<file path="config.mk">
export PLATFORM = sky130hd
export DESIGN_NAME = power_switch_wake_controller
export DESIGN_NICKNAME = d
export VERILOG_FILES = /design/src/pswc_pkg.sv /design/src/power_switch_wake_controller.sv /design/src/press_timer.sv
export VERILOG_INCLUDE_DIRS = /design/src
export SDC_FILE = /design/constraint.sdc
export NUM_CORES = 1
export LEC_CHECK = 0
export BUFFER_PORTS_ARGS = -buffer_cell sky130_fd_sc_hd__buf_4
export CAP_MARGIN = 20
export CORE_ASPECT_RATIO = 0.6
export CORE_UTILIZATION = 64
export CTS_CLUSTER_SIZE = 14
export DETAILED_ROUTE_END_ITERATION = 8
export PLACE_DENSITY_LB_ADDON = 0.05
export SLEW_MARGIN = 20
export SYNTH_ARGS = -nofsm -noshare
export SYNTH_HDL_FRONTEND = slang
export SYNTH_HIERARCHICAL = 1
export SYNTH_SLANG_ARGS = --single-unit
</file>
<file path="constraint.sdc">
create_clock -name i_sys_clk -period 6.16 [get_ports i_sys_clk]
set_clock_uncertainty 0.05 [all_clocks]
set_input_delay 0.616 -clock i_sys_clk [delete_from_list [all_inputs] [get_ports i_sys_clk]]
set_output_delay 0.616 -clock i_sys_clk [all_outputs]
set_load 0.1 [all_outputs]
</file>
<file path="src/pswc_params.svh">
// Constants for the power switch and wake controller.
// Assumes a 50 MHz standby clock; included by the package and the design modules.
`ifndef PSWC_PARAMS_SVH
`define PSWC_PARAMS_SVH
`define CLK_HZ 50000000
`define LONG_PRESS_SEC 4
`define LONG_PRESS_CYC (`CLK_HZ * `LONG_PRESS_SEC)
`define DEBOUNCE_NS 10000000
`define DEBOUNCE_CYC ((`DEBOUNCE_NS / 20))
`define PST_W 3
`define WAKE_N 7
`define WSRC_LAN 0
`define WSRC_PME 1
`define WSRC_SWITCH 2
`define WSRC_RTC 3
`define WSRC_SERIAL 4
`define WSRC_USB 5
`define WSRC_PS2 6
`endif

</file>
<file path="src/pswc_pkg.sv">
// Types shared by the power switch and wake controller.
// Assumes pswc_params.svh is on the include path.
`include "pswc_params.svh"
package pswc_pkg;
	// System power states, binary codes written out.
	typedef enum logic [2:0] {
		PST_G3 = 3'h0,
		PST_S0 = 3'h1,
		PST_S1 = 3'h2,
		PST_S3 = 3'h3,
		PST_S4 = 3'h4,
		PST_S5 = 3'h5
	} pstate_t;
	// Operating system commands.
	typedef enum logic [2:0] {
		CMD_NONE = 3'h0,
		CMD_S1 = 3'h1,
		CMD_S3 = 3'h2,
		CMD_S4 = 3'h3,
		CMD_S5 = 3'h4
	} os_cmd_t;
endpackage

</file>
<file path="src/power_switch_wake_controller.sv">
// Power-state controller: tracks system power state, acts on switch presses,
// operating system commands and wake events.
// Assumes standby power and a 50 MHz standby clock; all inputs synchronous.
`include "pswc_params.svh"
module power_switch_wake_controller
	import pswc_pkg::*;
#(
	parameter int DEBOUNCE_CYC = `DEBOUNCE_CYC,
	parameter int LONG_CYC = `LONG_PRESS_CYC
) (
	input wire logic i_sys_clk,
	input wire logic i_rst_n,
	input wire logic i_standby_ok,
	input wire logic i_switch,
	input wire logic [2:0] i_os_cmd,
	input wire logic i_s5_wake_en,
	input wire logic i_pme_en,
	input wire logic i_lan_wake,
	input wire logic i_pme_wake,
	input wire logic i_rtc_wake,
	input wire logic i_serial_wake,
	input wire logic i_usb_wake,
	input wire logic i_ps2_wake,
	input wire logic i_ps2_alt_prtscr,
	output logic [2:0] o_pstate,
	output logic o_main_power,
	output logic o_cpu_power,
	output logic o_cold_boot,
	output logic o_wake_pulse,
	output logic o_sleep_req
);
	pstate_t st_reg, st_next; // Current power state.
	logic main_reg, main_next; // Main supply enable.
	logic cpu_reg, cpu_next; // Processor supply enable.
	logic cold_reg, cold_next; // One-cycle cold boot request.
	logic wake_reg, wake_next; // One-cycle accepted wake.
	logic sreq_reg, sreq_next; // One-cycle request to the OS to sleep.
	logic s5en_reg, s5en_next; // Captured S5 wake option.
	logic sw_short, sw_long; // Classified presses.
	logic [`WAKE_N-1:0] ok_vec; // Wake sources allowed now.
	logic wake_any;
	os_cmd_t cmd;

	assign cmd = os_cmd_t'(i_os_cmd);

	// The press timer owns switch debounce and duration.
	press_timer #(
		.DEBOUNCE_CYC(DEBOUNCE_CYC),
		.LONG_CYC(LONG_CYC)
	) u_press (
		.i_sys_clk(i_sys_clk),
		.i_rst_n(i_rst_n),
		.i_sw(i_switch),
		.o_short(sw_short),
		.o_long(sw_long)
	);

	// Qualify each wake source against the state; unqualified events vanish.
	always_comb begin
		ok_vec = '0;
		unique case (st_reg)
			PST_S1: begin
				ok_vec[`WSRC_LAN] = i_lan_wake;
				ok_vec[`WSRC_PME] = i_pme_wake & i_pme_en;
				ok_vec[`WSRC_SWITCH] = sw_short;
				ok_vec[`WSRC_PS2] = i_ps2_wake;
			end
			PST_S3: begin
				ok_vec[`WSRC_LAN] = i_lan_wake;
				ok_vec[`WSRC_PME] = i_pme_wake & i_pme_en;
				ok_vec[`WSRC_SWITCH] = sw_short;
				ok_vec[`WSRC_RTC] = i_rtc_wake;
				ok_vec[`WSRC_SERIAL] = i_serial_wake;
				ok_vec[`WSRC_USB] = i_usb_wake;
				ok_vec[`WSRC_PS2] = i_ps2_wake;
			end
			PST_S4: begin
				ok_vec[`WSRC_LAN] = i_lan_wake;
				ok_vec[`WSRC_PME] = i_pme_wake & i_pme_en;
				ok_vec[`WSRC_SWITCH] = sw_short;
				ok_vec[`WSRC_RTC] = i_rtc_wake;
				ok_vec[`WSRC_PS2] = i_ps2_alt_prtscr;
			end
			PST_S5: begin
				// LAN and PME from soft-off need the option, off after reset.
				ok_vec[`WSRC_LAN] = i_lan_wake & s5en_reg;
				ok_vec[`WSRC_PME] = i_pme_wake & i_pme_en & s5en_reg;
				ok_vec[`WSRC_SWITCH] = sw_short;
				ok_vec[`WSRC_RTC] = i_rtc_wake;
				ok_vec[`WSRC_PS2] = i_ps2_alt_prtscr;
			end
			default: begin
				ok_vec = '0;
			end
		endcase
	end
	assign wake_any = |ok_vec;

	// State transitions: OS commands, presses and qualified wakes.
	always_comb begin
		st_next = st_reg;
		cold_next = 1'b0;
		wake_next = 1'b0;
		sreq_next = 1'b0;
		s5en_next = i_s5_wake_en;
		if (!i_standby_ok) begin
			// Without standby supply nothing is processed.
			st_next = PST_G3;
		end else begin
			unique case (st_reg)
				PST_G3: begin
					// Supply returns: settle in soft-off.
					st_next = PST_S5;
				end
				PST_S0: begin
					if (sw_long) begin
						st_next = PST_S5;
					end else if (sw_short) begin
						sreq_next = 1'b1;
						st_next = PST_S3;
					end else begin
						unique case (cmd)
							CMD_S1: st_next = PST_S1;
							CMD_S3: st_next = PST_S3;
							CMD_S4: st_next = PST_S4;
							CMD_S5: st_next = PST_S5;
							default: st_next = PST_S0;
						endcase
					end
				end
				default: begin
					// Sleeping or soft-off: long press forces soft-off.
					if (sw_long) begin
						st_next = PST_S5;
					end else if (wake_any) begin
						st_next = PST_S0;
						wake_next = 1'b1;
						// Leaving soft-off has no saved context.
						cold_next = (st_reg == PST_S5);
					end
				end
			endcase
		end
	end

	// Supply outputs follow the next state so they change with it.
	always_comb begin
		main_next = (st_next == PST_S0) || (st_next == PST_S1);
		cpu_next = main_next;
	end

	// Registers only.
	always_ff @(posedge i_sys_clk) begin
		if (!i_rst_n) begin
			st_reg <= PST_G3;
			main_reg <= 1'b0;
			cpu_reg <= 1'b0;
			cold_reg <= 1'b0;
			wake_reg <= 1'b0;
			sreq_reg <= 1'b0;
			s5en_reg <= 1'b0;
		end else begin
			st_reg <= st_next;
			main_reg <= main_next;
			cpu_reg <= cpu_next;
			cold_reg <= cold_next;
			wake_reg <= wake_next;
			sreq_reg <= sreq_next;
			s5en_reg <= s5en_next;
		end
	end

	assign o_pstate = st_reg;
	assign o_main_power = main_reg;
	assign o_cpu_power = cpu_reg;
	assign o_cold_boot = cold_reg;
	assign o_wake_pulse = wake_reg;
	assign o_sleep_req = sreq_reg;
endmodule

</file>
<file path="src/press_timer.sv">
// Debounces the front-panel switch and classifies each press as short or long.
// Assumes the switch input is synchronous to the clock and active high.
`include "pswc_params.svh"
module press_timer #(
	parameter int DEBOUNCE_CYC = `DEBOUNCE_CYC,
	parameter int LONG_CYC = `LONG_PRESS_CYC
) (
	input wire logic i_sys_clk,
	input wire logic i_rst_n,
	input wire logic i_sw,
	output logic o_short,
	output logic o_long
);
	logic stable_reg, stable_next; // Debounced switch level.
	logic [31:0] db_reg, db_next; // Debounce settle counter.
	logic [31:0] hold_reg, hold_next; // Press length counter.
	logic fired_reg, fired_next; // Long action already given for this press.
	logic short_reg, short_next;
	logic long_reg, long_next;

	// The debounced level only moves once the raw input has held steady long enough.
	always_comb begin
		stable_next = stable_reg;
		db_next = 32'h0;
		hold_next = hold_reg;
		fired_next = fired_reg;
		short_next = 1'b0;
		long_next = 1'b0;
		if (i_sw != stable_reg) begin
			db_next = db_reg + 32'h1;
			if (db_reg >= 32'(DEBOUNCE_CYC - 1)) begin
				stable_next = i_sw;
				db_next = 32'h0;
			end
		end
		if (stable_reg) begin
			// The long action fires while still held, so the user sees it at four seconds.
			if (!fired_reg) begin
				hold_next = hold_reg + 32'h1;
				if (hold_reg >= 32'(LONG_CYC - 1)) begin
					long_next = 1'b1;
					fired_next = 1'b1;
				end
			end
		end else begin
			// Release before the threshold is a short press.
			if (hold_reg != 32'h0 && !fired_reg) begin
				short_next = 1'b1;
			end
			hold_next = 32'h0;
			fired_next = 1'b0;
		end
	end

	// Registers only.
	always_ff @(posedge i_sys_clk) begin
		if (!i_rst_n) begin
			stable_reg <= 1'b0;
			db_reg <= 32'h0;
			hold_reg <= 32'h0;
			fired_reg <= 1'b0;
			short_reg <= 1'b0;
			long_reg <= 1'b0;
		end else begin
			stable_reg <= stable_next;
			db_reg <= db_next;
			hold_reg <= hold_next;
			fired_reg <= fired_next;
			short_reg <= short_next;
			long_reg <= long_next;
		end
	end
	assign o_short = short_reg;
	assign o_long = long_reg;
endmodule

</file>
### Word-level counts from Yosys, hierarchy flattened

Cells that the tools add are included.

* flip-flop bits (word level): 76
* bits of input ports: 16
* output and inout bits: 8
* word-level logic and storage cells: 71

* add/sub/neg operators: 2
* order comparisons: 2
* equality and inequality tests: 12
* muxes and demuxes: 16
* bitwise logic cells: 9
* reduce and logical (&&, ||, !) cells: 18

Operator list (number)
* adder 32 x 1 -> 32 bit, second input constant: 2
* greater-or-equal comparator 32 x 19 -> 1 bit, second input constant: 1
* greater-or-equal comparator 32 x 28 -> 1 bit, second input constant: 1
* nonzero test 32 bit: 1
* == test 3 x 2 -> 1 bit, second input constant: 5
* 2-to-1 mux 3 bit: 5
* one-hot mux 3 bit (2 select lines): 2
* one-hot mux 3 bit (4 select lines): 1
* OR reduction 3 bit: 4
* == test 3 x 1 -> 1 bit, second input constant: 3
* == test 3 bit, second input constant: 3
* OR reduction 7 bit: 1
* 2-to-1 mux 1 bit: 6
* inverter 1 bit: 6
* OR reduction 2 bit: 3
* OR reduction 6 bit: 1
* OR reduction 5 bit: 1
* AND reduction 2 bit: 2
* OR reduction 4 bit: 1
* bitwise AND 1 bit: 3
* zero test 3 bit: 1
* 2-to-1 mux 2 bit: 1
* one-hot mux 1 bit (2 select lines): 1
* logical AND 1 bit: 1
* other kinds (3): 3

### Longest topological paths before layout

Gate-level depths: netlist of run 1.

* depth in word-level cells: 10
* gate-level depth with buffers: 8
* mapped depth without buffers: 6

### Hierarchy

The synthesis of run 1 kept the hierarchy.

Modules (own cells, without submodules)
* press_timer: times used 1, cells each 319, area an instance 2841.5 µm², seq. area each 1361.3 µm²
* power_switch_wake_controller: times used 1, cells each 58, area an instance 467.9 µm², seq. area each 160.2 µm²

### Worst setup path after synthesis of run 1

OpenSTA, ideal clock, no wires.

* path type: reg-to-reg
* start point: reg st_reg[1] (netlist: o_pstate[1])
* end point: reg cpu_reg (netlist: o_cpu_power)
* library setup time: 115 ps
* data arrival time: 2181 ps
* required time: 5995 ps
* slack: 3814 ps
* stages on the path, launching flop included: 6
* path buffers: 0
* cells stage by stage: dfxtp_1 -> nor2b_1 -> a21o_1 -> a2111o_1 -> a211o_1 -> and3_1

* cells in the longest elaborated chain, start to end: 10

RTL lines
* start, declared: line power_switch_wake_controller.sv:32 `pstate_t st_reg, st_next;`
* start signal, assigned: line power_switch_wake_controller.sv:163 `st_reg <= st_next;`
* == test 3 bit or == test 3 x 2 -> 1 bit (tied branches): line power_switch_wake_controller.sv:61 `unique case (st_reg)`
* OR reduction 3 bit (no line) or OR reduction 2 bit (tied branches)
* one-hot mux 3 bit (2 select lines), or another cell as far along: line power_switch_wake_controller.sv:61
* OR reduction 7 bit: line power_switch_wake_controller.sv:97 `assign wake_any = |ok_vec;`
* 2-to-1 mux 3 bit: line power_switch_wake_controller.sv:135 `end else if (wake_any) begin`
* 2-to-1 mux 3 bit: line power_switch_wake_controller.sv:133 `if (sw_long) begin`
* one-hot mux 3 bit (2 select lines) *: line power_switch_wake_controller.sv:110 `unique case (st_reg)`
* 2-to-1 mux 3 bit *: line power_switch_wake_controller.sv:106 `if (!i_standby_ok) begin`
* == test 3 x 1 -> 1 bit or == test 3 x 2 -> 1 bit (tied branches): line power_switch_wake_controller.sv:148 `main_next = (st_next == PST_S0) || (st_next == PST_S1);`
* logical OR 1 bit *: line power_switch_wake_controller.sv:148
* end signal, assigned: line power_switch_wake_controller.sv:165 `cpu_reg <= cpu_next;`
* end, declared: line power_switch_wake_controller.sv:34 `logic cpu_reg, cpu_next;`

Every way passes the cells marked *; elsewhere a longest branch is shown, timed or not.
A chain may end at the register's enable or synchronous reset.

### Worst setup path in the final report of run 1

* start point: reg u_press.hold_reg[0]
* end point: reg u_press.hold_reg[28]

* cells in the longest elaborated chain, start to end: 1

RTL lines
* start, declared: line press_timer.sv:16 `logic [31:0] hold_reg, hold_next;`
* start signal, assigned: line press_timer.sv:67 `hold_reg <= hold_next;`
* adder 32 x 1 -> 32 bit: line press_timer.sv:39 `hold_next = hold_reg + 32'h1;`

No other way between the ends.

==> flow_summary_export.csv, run 1 <==
group,metric,value,unit
status,outcome,"finished, final reports clean",
synth,ys_ff_latch,76,
hold_path,min_to,"s5en_reg$_SDFF_PN0_",
die,die_area,5470,µm²
power_and_ir_drop,clockPowerShare,0.372,
sta,setup_viol,0,
synth,yosys_warnings,6,
hold_path,min_path_type,"in -> reg",
synth,synth-compound-area-share,0.0900,
clock_tree,cts_setup_buffers,0,
worst_setup_path,end_kind,"flip-flop",
global_routing,grt_max_degree,36,
routing,drc,0,
layout,filler_cell_count,352,
sta,hold_viol,0,
placement,routabilityCongestion,0.919,
worst_setup_path,regToRegStartpoint,"u_press/hold_reg[0]$_SDFFE_PN0N_",
clock_tree,cts-resized-gates,0,
power_and_ir_drop,pwr-share-seq,0.573,
worst_setup_path,cp-start-kind,"flip-flop",
sta,final.setup.tns,0,ns
clock_tree,cts.sinks,76,
placement,io_buffers,23,
synth,synth_simple_gate_area_share,0.298,
die,die_w,94.8,µm
worst_setup_path,crit_required,6.39,ns
layout,antenna_cells,0,
die,start_util,0.696,
die,die_h,57.7,µm
power_and_ir_drop,p_comb_frac,0.055,
worst_setup_path,rr_endpoint,"u_press/hold_reg[28]$_SDFFE_PN0N_",
synth,yosys_most_used_dff,"dfxtp_1",
clock_tree,clock_latency,0.36,ns
sta,relSlewSlack,0.556,
global_routing,grt_pass1_vias,2404,
layout,final_util,0.787,
placement,dp_hpwl,4940,µm
die,core_area,4750,µm²
worst_setup_path,critPathArrivalTime,2.58,ns
hold_path,hold_depth,2,
sta,final-max-slew-violation-count,0,
power_and_ir_drop,p_per_area,234,nW/µm²
worst_setup_path,r2r_slack,3.80,ns
synth,synth_cell_types,52,
clock_tree,cts.path.max_buffers,2,
synth,synth_edf_count,0,
layout,final_area,3740,µm²
global_routing,antenna_found_initial,0,
clock_tree,cts_root_buf,"clkbuf_8",
power_and_ir_drop,sw_frac_of_total,0.248,
synth,async_flop_share,0,
power_and_ir_drop,power.switching,0.217,mW
routing,wirelength,7010,µm
synth,synthAdderAreaFrac,0.0113,
job,maxCapViolCount,0,
sta,fin_crit_sh,0.383,
clock_tree,htreeDepth,3,
layout,areaGrowthSynthToFinish,13.1,%
die,io_pins,24,
synth,synth_mux_area_frac,0.00605,
synth,synth_seq_area_share,0.460,
synth,avgSynthCellArea,8.78,µm²
routing,vias_per_cell,5.87,
die,rows,19,
sta,whs,0.412,ns
power_and_ir_drop,internal_power,0.660,mW
worst_setup_path,critPathKind,"reg -> reg",
clock_tree,holdBufCountCts,0,
global_routing,grt_pass1_wl,11500,µm
routing,vias,2843,
sta,fmax,424,MHz
placement,place_area,3570,µm²
power_and_ir_drop,p_leak,1.30,nW
worst_setup_path,reg2regPathDepth,6,
synth,synth-xor-area-share,0.111,
routing,drtIter0Drc,250,
worst_setup_path,worstPathMaxFanout,5,
sta,rsz0062_at_grt,"false",
synth,synth_top_family_by_area,"simple AND/OR/NAND/NOR gates",
clock_tree,path_clk_slew,0.07,ns
hold_path,hp-start,"i_s5_wake_en",
synth,netlist_area,3310,µm²
routing,routedWlPerCell,14.5,µm
sta,tightest_slew,0.664,ns
sta,period_needed,2.36,ns
global_routing,grt_remaining_overflow,0,
clock_tree,numCtsBuffers,9,
layout,layout.area.seq,1520,µm²
layout,multi_input_area,1760,µm²
power_and_ir_drop,vdd_drop_max,0.157,mV
routing,dr.pass1.iters,5,
global_routing,grt.total_usage,0.281,
routing,drtAntennaViolNets,0,
clock_tree,tritoncts,"done",
layout,fin_nets,435,
layout,drive_gt1_frac,0.119,
synth,syn_inst,377,
==> cells in the mapped netlist (2+ instances only) <==
library cell	number	area, µm²
nor2b_1	6	37.5
inv_1	9	33.8
and3_1	3	18.8
a21o_1	4	30.0
a21oi_1	14	70.1
nor2_1	64	240
or3_1	6	37.5
or2_2	3	18.8
nand4_1	17	106
nand3_1	24	120
ha_1	3	37.5
mux2i_1	2	20.0
xor2_1	26	228
clkbuf_1	4	15.0
and4_1	5	43.8
nor4_1	13	81.3
nand2b_1	3	18.8
xnor2_1	16	140
a221oi_1	2	17.5
nand2_1	24	90.1
o211ai_1	2	15.0
or4_4	2	22.5
buf_2	2	10.0
o21ai_0	7	35.0
nor3_1	14	70.1
dfxtp_1	76	1520
==> stage by stage <==
step	power, mW	instances	setup slack (ns)
2_1_floorplan	0.546	389	3.81
6_report	0.878	484	3.80
4_1_cts	0.884	484	3.82
3_5_place_dp	0.562	468	3.85
3_3_place_gp	0.561	468	3.89
5_1_grt	0.911	484	3.67
==> routing by layer <==
layer / GRT usage / wire length [µm]
met1: 0.411 / 3420
met2: 0.384 / 2770
met3: 0.0906 / 691
met4: 0.102 / 122
met5: 0 / 0
==> power by group through the flow <==
stage	clock network (mW)	logic (mW)	registers [mW]
global route	0.354	0.0521	0.504
global placement	0	0.0465	0.514
detailed placement	0	0.0474	0.515
finish	0.326	0.0483	0.503
floorplan	0	0.0206	0.525
CTS	0.333	0.0479	0.503
==> worst max-delay path by stage <==
stage | start | cells past startpoint | slack, ns | end
6_report | u_press/hold_reg[0]$_SDFFE_PN0N_ | 6 | 3.80 | u_press/hold_reg[28]$_SDFFE_PN0N_
5_1_grt | u_press/hold_reg[0]$_SDFFE_PN0N_ | 6 | 3.67 | u_press/hold_reg[28]$_SDFFE_PN0N_
4_1_cts | u_press/hold_reg[0]$_SDFFE_PN0N_ | 6 | 3.82 | u_press/hold_reg[28]$_SDFFE_PN0N_
3_5_place_dp | u_press/hold_reg[0]$_SDFFE_PN0N_ | 6 | 3.85 | u_press/hold_reg[28]$_SDFFE_PN0N_
3_3_place_gp | u_press/hold_reg[0]$_SDFFE_PN0N_ | 6 | 3.89 | u_press/hold_reg[28]$_SDFFE_PN0N_
2_1_floorplan | o_pstate[1]$_SDFF_PN0_ | 5 | 3.81 | o_cpu_power$_SDFF_PN0_
==> cell families (layout without fill, tap and decap cells) <==
group | Yosys count | count (layout)
AOI/OAI and AO/OA | 44 | 44
muxes | 2 | 2
other | 1 | 13
DFF | 76 | 76
adders and majority gates | 3 | 3
and+or+nand+nor | 192 | 192
buffers and inverters | 17 | 49
xor gates and xnor gates | 42 | 42
==> layout make-up <==
type	count	share of cell area
inverters	9	0.00902
clock inverters	6	0.0110
multi-input cells	296	0.470
well taps	63	0.0211
repair buffers	24	0.0481
flip-flops and latches	76	0.406
clock buffers	10	0.0341
==> layout by cell type (no fill, tap or decap), types with 7 or more instances in the layout <==
cell type | netlist | routed
dfxtp_1 | 76 | 76
nor2_1 | 64 | 64
xor2_1 | 26 | 26
nand3_1 | 24 | 24
buf_4 | 1 | 24
nand2_1 | 24 | 23
nand4_1 | 17 | 17
xnor2_1 | 16 | 16
a21oi_1 | 14 | 14
nor3_1 | 14 | 14
nor4_1 | 13 | 13
conb_1 | 1 | 13
inv_1 | 9 | 9
clkbuf_8 | 0 | 9
o21ai_0 | 7 | 7
==> worst max-delay path, stage by stage (launching register included) <==
cell and delay (ns):
dfxtp_1 0.42, ha_1 0.19, nor2b_1 0.37, nand2_1 0.21, or4_4 0.58, or3_1 0.32
a21oi_1 0.13
(Power assumes the default switching activity.)
==> inputs of run 2 (changes only) <==
--- a/config.mk
+++ b/config.mk
@@ -9,7 +9,7 @@
 export BUFFER_PORTS_ARGS = -buffer_cell sky130_fd_sc_hd__buf_4
 export CAP_MARGIN = 20
 export CORE_ASPECT_RATIO = 0.6
-export CORE_UTILIZATION = 64
+export CORE_UTILIZATION = 53
 export CTS_CLUSTER_SIZE = 14
 export DETAILED_ROUTE_END_ITERATION = 8
 export PLACE_DENSITY_LB_ADDON = 0.05
==> constraint.sdc (replaced) <==
create_clock -name i_sys_clk -period 1.9 [get_ports i_sys_clk]
set_clock_uncertainty 0.05 [all_clocks]
set_input_delay 0.19 -clock i_sys_clk [delete_from_list [all_inputs] [get_ports i_sys_clk]]
set_output_delay 0.19 -clock i_sys_clk [all_outputs]
set_load 0.1 [all_outputs]
==> run 2 against run 1 <==
- the run now ends with setup timing left
- clock power increased to 3.7 times the previous value
- combinational power increased to 3.4 times the previous value
- cell count increased by 14%
- sequential share of layout area decreased by 4.6 points
- via count increased by 5.5%
- critical endpoint unchanged
- largest cell class unchanged
==> flow_summary_export.csv, run 2 (synthesis gave the netlist of run 1 again) <==
group,metric,value,unit
status,outcome,"finished with violations",
status,violations,"setup timing",
clock_tree,path_clk_slew,0.07,ns
layout,final_cell_mix,"74 x buf_4, 64 x nor2_1, 64 x dfxtp_1",
layout,final_common_cell,"buf_4",
worst_setup_path,worstPathCellList,"nand4_1, or4_4, or4_4, or3_4, a21oi_2",
routing,vias_per_cell,5.43,
sta,hold_viol,0,
layout,stdcell_count,552,
sta,fmax,485,MHz
clock_tree,cts.sinks,76,
clock_tree,tritoncts,"done",
power_and_ir_drop,p_leak,1.64,nW
sta,period_needed,2.06,ns
power_and_ir_drop,totalPowerFinal,2.99,mW
layout,drive_gt1_frac,0.254,
die,die_h,63.2,µm
global_routing,antenna_found_initial,0,
layout,antenna_cells,0,
global_routing,grt_max_degree,17,
worst_setup_path,crit_required,2.13,ns
sta,relSlewSlack,0.603,
clock_tree,cts_root_buf,"clkbuf_8",
placement,routabilityCongestion,0.880,
clock_tree,cts.path.max_buffers,2,
sta,fin_crit_sh,1.08,
layout,final_area,4270,µm²
worst_setup_path,critPathKind,"reg -> reg",
sta,setup_viol,3,
sta,tightest_slew,0.590,ns
placement,dp_hpwl,5770,µm
placement,io_buffers,23,
routing,drtIter0Drc,161,
global_routing,grt_pass1_vias,2753,
die,die_w,104,µm
hold_path,min_path_type,"in -> reg",
global_routing,grt_remaining_overflow,0,
power_and_ir_drop,p_per_area,699,nW/µm²
worst_setup_path,slowest_delay,0.58,ns
die,io_pins,24,
routing,vias,3000,
die,rows,21,
routing,drtAntennaViolNets,0,
power_and_ir_drop,clockPowerShare,0.400,
sta,final-max-slew-violation-count,0,
worst_setup_path,critPathArrivalTime,2.29,ns
global_routing,grt.total_usage,0.262,
die,core_area,5780,µm²
power_and_ir_drop,power.switching,0.685,mW
sta,whs,0.0661,ns
die,start_util,0.573,
clock_tree,numCtsBuffers,9,
worst_setup_path,crit_slowest_cell,"or4_4",
power_and_ir_drop,sw_frac_of_total,0.229,
layout,areaGrowthSynthToFinish,29.1,%
power_and_ir_drop,pwr-share-seq,0.545,
routing,wirelength,8070,µm
routing,drc,0,
worst_setup_path,cp-start-kind,"flip-flop",
power_and_ir_drop,p_comb_frac,0.055,
routing,routedWlPerCell,14.6,µm
placement,place_area,3970,µm²
power_and_ir_drop,vdd_drop_max,0.432,mV
worst_setup_path,crit_top_cell,"or4_4",
clock_tree,htreeDepth,3,
sta,final.setup.tns,-0.249,ns
worst_setup_path,end_kind,"flip-flop",
worst_setup_path,worstPathMaxFanout,2,
job,maxCapViolCount,0,
routing,dr.pass1.iters,5,
clock_tree,clock_latency,0.34,ns
die,die_area,6570,µm²
layout,fin_nets,487,
placement,dp.cells,532,
sta,setup_ws,-0.161,ns
global_routing,grt_pass1_wl,13400,µm
sta,rsz0062_at_grt,"true",
power_and_ir_drop,internal_power,2.30,mW
-- run 2: path summary, 6_finish.rpt --
check | startpoint | endpoint | slack, ns | cells past startpoint
worst max register to register | u_press/hold_reg[5]$_SDFFE_PN0N_ | u_press/hold_reg[28]$_SDFFE_PN0N_ | -0.16 | 5
worst max-delay path | u_press/hold_reg[5]$_SDFFE_PN0N_ | u_press/hold_reg[28]$_SDFFE_PN0N_ | -0.16 | 5
worst min-delay path | i_switch | u_press/stable_reg$_SDFFE_PN0P_ | 0.07 | 3
worst min register to register | u_press/db_reg[0]$_SDFF_PP0_ | u_press/db_reg[0]$_SDFF_PP0_ | 0.44 | 1
-- run 2: per-stage QoR --
stage | util | worst slack [ns]
3_5_place_dp | 0.687 | -0.110
6_report | 0.739 | -0.161
2_1_floorplan | - | -0.104
3_3_place_gp | 0.687 | -0.0632
5_1_grt | 0.739 | -0.214
4_1_cts | 0.723 | -0.109
-- run 2: cell type report --
type | count | area (µm²)
clock buffers | 10 | 138
inverters | 9 | 33.8
well taps | 80 | 100
multi-input cells | 296 | 1830
repair buffers | 76 | 577
clock inverters | 5 | 52.6
fillers | 432 | 1510
flip-flops and latches | 76 | 1540
-- run 2: power by group through the flow --
stage	logic, mW	registers, mW	clock network (mW)
after floorplan	0.0665	1.70	0
after global placement	0.157	1.67	0
after detailed placement	0.160	1.67	0
after CTS	0.162	1.63	1.23
after global routing	0.178	1.63	1.31
final	0.164	1.63	1.19
-- run 2: critical path, delay by kind of cell (launching register included) --
family | cells | cell delay, ns
AO/OA/AOI/OAI | 1 | 0.11
AND/OR/NAND/NOR | 4 | 1.52
flip-flops | 1 | 0.33
-- run 2: layer usage --
| layer | wire length, µm | vias to the layer above | global-route usage |
|---|---|---|---|
| li1 | - | 1503 | - |
| met1 | 4060 | 1405 | 0.376 |
| met2 | 3420 | 85 | 0.372 |
| met3 | 517 | 7 | 0.0807 |
| met4 | 74 | 0 | 0.0857 |
| met5 | 0 | - | 0 |
-- run 2: timing repair --
item                                    4_1_cts  5_1_grt
endpoints found under the setup margin        4       22
hold buffers                                  1        0
pin swaps                                     1        7
endpoints found under the hold margin         1        0
setup buffers                                 1        4
resized for setup                             2       15
==> inputs of run 3 (changes only) <==
--- a/config.mk
+++ b/config.mk
@@ -9,7 +9,8 @@
 export BUFFER_PORTS_ARGS = -buffer_cell sky130_fd_sc_hd__buf_4
 export CAP_MARGIN = 20
 export CORE_ASPECT_RATIO = 0.6
-export CORE_UTILIZATION = 53
+export CORE_UTILIZATION = 23
+export CTS_BUF_LIST = sky130_fd_sc_hd__clkbuf_4 sky130_fd_sc_hd__clkbuf_8
 export CTS_CLUSTER_SIZE = 14
 export DETAILED_ROUTE_END_ITERATION = 8
 export PLACE_DENSITY_LB_ADDON = 0.05
==> run 3 against run 2 <==
- the run still ends with setup timing left
- core utilization fell by 41 points
- combinational power is 5% higher
- clock power increased by 18%
- largest cell class unchanged
- register-to-register slack better by 0.07 ns
- cell count rose by 25%
- maximum frequency up 3.7%
- sequential power barely moved
- sequential cell count stayed put
- via count decreased by 1.5%
- global-route usage shrank 13 points
==> flow_summary_export.csv, run 3 (synthesis gave the netlist of run 1 again) <==
group,metric,value,unit
worst_setup_path,crit_required,2.15,ns
die,die_area,14900,µm²
clock_tree,path_clk_slew,0.09,ns
layout,filler_cell_count,1466,
die,die_w,157,µm
power_and_ir_drop,p_leak,1.74,nW
worst_setup_path,critPathArrivalTime,2.23,ns
layout,final_common_cell,"buf_4",
placement,pre_cts_ws,-0.121,ns
layout,antenna_cells,0,
layout,multi_input_area,1810,µm²
job,maxCapViolCount,0,
sta,hold_viol,0,
die,io_pins,24,
sta,fmax,503,MHz
global_routing,grt_max_degree,17,
sta,tightest_slew,0.610,ns
layout,drive_gt1_frac,0.290,
layout,fin_nets,510,
power_and_ir_drop,p_per_area,695,nW/µm²
sta,rsz0062_at_grt,"true",
worst_setup_path,reg2regPathDepth,5,
hold_path,hold_depth,3,
routing,drtAntennaViolNets,0,
global_routing,grt_pass1_wl,14800,µm
hold_path,min_path_type,"in -> reg",
hold_path,hp-start,"i_switch",
routing,vias_per_cell,4.29,
clock_tree,cts_root_buf,"clkbuf_8",
sta,setup_ws,-0.0871,ns
clock_tree,htreeDepth,3,
worst_setup_path,regToRegStartpoint,"u_press/hold_reg[5]$_SDFFE_PN0N_",
placement,place_area,4300,µm²
clock_tree,clock_latency,0.36,ns
global_routing,grt.total_usage,0.131,
status,outcome,"finished with violations",
layout,areaGrowthSynthToFinish,39.3,%
placement,dp.cells,668,
worst_setup_path,worstPathMaxFanout,2,
worst_setup_path,end_kind,"flip-flop",
routing,drc,0,
global_routing,antenna_found_initial,0,
clock_tree,tritoncts,"done",
routing,vias,2954,
die,start_util,0.239,
status,violations,"setup timing",
sta,period_needed,1.99,ns
power_and_ir_drop,totalPowerFinal,3.20,mW
die,rows,33,
layout,final_area,4610,µm²
routing,dr.pass1.iters,4,
placement,io_buffers,23,
placement,routabilityCongestion,0.737,
sta,setup_viol,1,
sta,fin_crit_sh,1.05,
layout,final_cell_mix,"97 x buf_4, 64 x nor2_1, 64 x dfxtp_1",
global_routing,grt_remaining_overflow,0,
worst_setup_path,cp-startpoint,"u_press/hold_reg[5]$_SDFFE_PN0N_",
layout,layout.area.seq,1540,µm²
power_and_ir_drop,vdd_drop_max,0.285,mV
clock_tree,cts.sinks,76,
layout,stdcell_count,688,
clock_tree,numCtsBuffers,9,
routing,routedWlPerCell,13.1,µm
die,die_h,94.9,µm
global_routing,grt_pass1_vias,2868,
routing,drtIter0Drc,127,
placement,dp_hpwl,6830,µm
clock_tree,cts.path.max_buffers,2,
worst_setup_path,critPathKind,"reg -> reg",
die,core_area,13800,µm²
sta,relSlewSlack,0.590,
worst_setup_path,cp-start-kind,"flip-flop",
sta,final-max-slew-violation-count,0,
routing,wirelength,9000,µm
[run 3: cell count changes in the layout (fill, tap and decap cells not counted), moves of 2 or more]
cell / previous run / this run
buf_4: 74 / 97
clkinv_2: 3 / 0
nor3_4: 2 / 0
nor4_1: 12 / 10
nor4_2: 0 / 2
[run 3: final timing paths]
path / endpoint / slack, ns
max: u_press/hold_reg[28]$_SDFFE_PN0N_ / -0.09
min reg2reg: u_press/db_reg[17]$_SDFF_PP0_ / 0.46
min: u_press/stable_reg$_SDFFE_PN0P_ / 0.05
max reg2reg: u_press/hold_reg[28]$_SDFFE_PN0N_ / -0.09
[run 3: layer usage]
metal	global-route usage	vias up	wire, µm
met5	0	-	0
met3	0.0367	6	278
met4	0.0343	0	45
li1	-	1557	-
met2	0.172	42	3370
met1	0.202	1349	5310
[run 3: metrics by stage]
stage / util / setup TNS [ns] / hold slack, ns
after global placement: 0.311 / -0.222 / 0.355
after floorplan: - / -0.270 / 0.259
final: 0.333 / -0.0871 / 0.0487
after CTS: 0.329 / -0.130 / 0.0317
after global routing: 0.333 / -0.288 / 0.0325
after detailed placement: 0.311 / -0.318 / 0.378
[run 3: critical path: stages, from the launching register on]
cell     delay (ns)
dfxtp_2        0.33
nand4_1        0.16
or4_4          0.52
or4_4          0.43
or3_1          0.31
a21oi_1        0.14
[run 3: where the power goes]
part           internal (mW)  switching, mW
logic                 0.0631          0.109
clock network          0.747          0.657
registers               1.61         0.0141
total                   2.42          0.780
[run 3: layout make-up]
class | instances | area share
Clock buffer | 9 | 0.0269
Clock inverter | 7 | 0.0214
Inverter | 9 | 0.00733
Multi-Input combinational cell | 296 | 0.393
Sequential cell | 76 | 0.334
Tap cell | 192 | 0.0521
Timing Repair Buffer | 99 | 0.164
[run 3: repair_timing]
item / CTS / global route
setup endpoints to repair: 7 / 27
endpoints found under the hold margin: 1 / 0
hold buffers: 1 / 0
setup buffers: 2 / 1
gates resized for setup: 3 / 9
pin swaps: 2 / 0
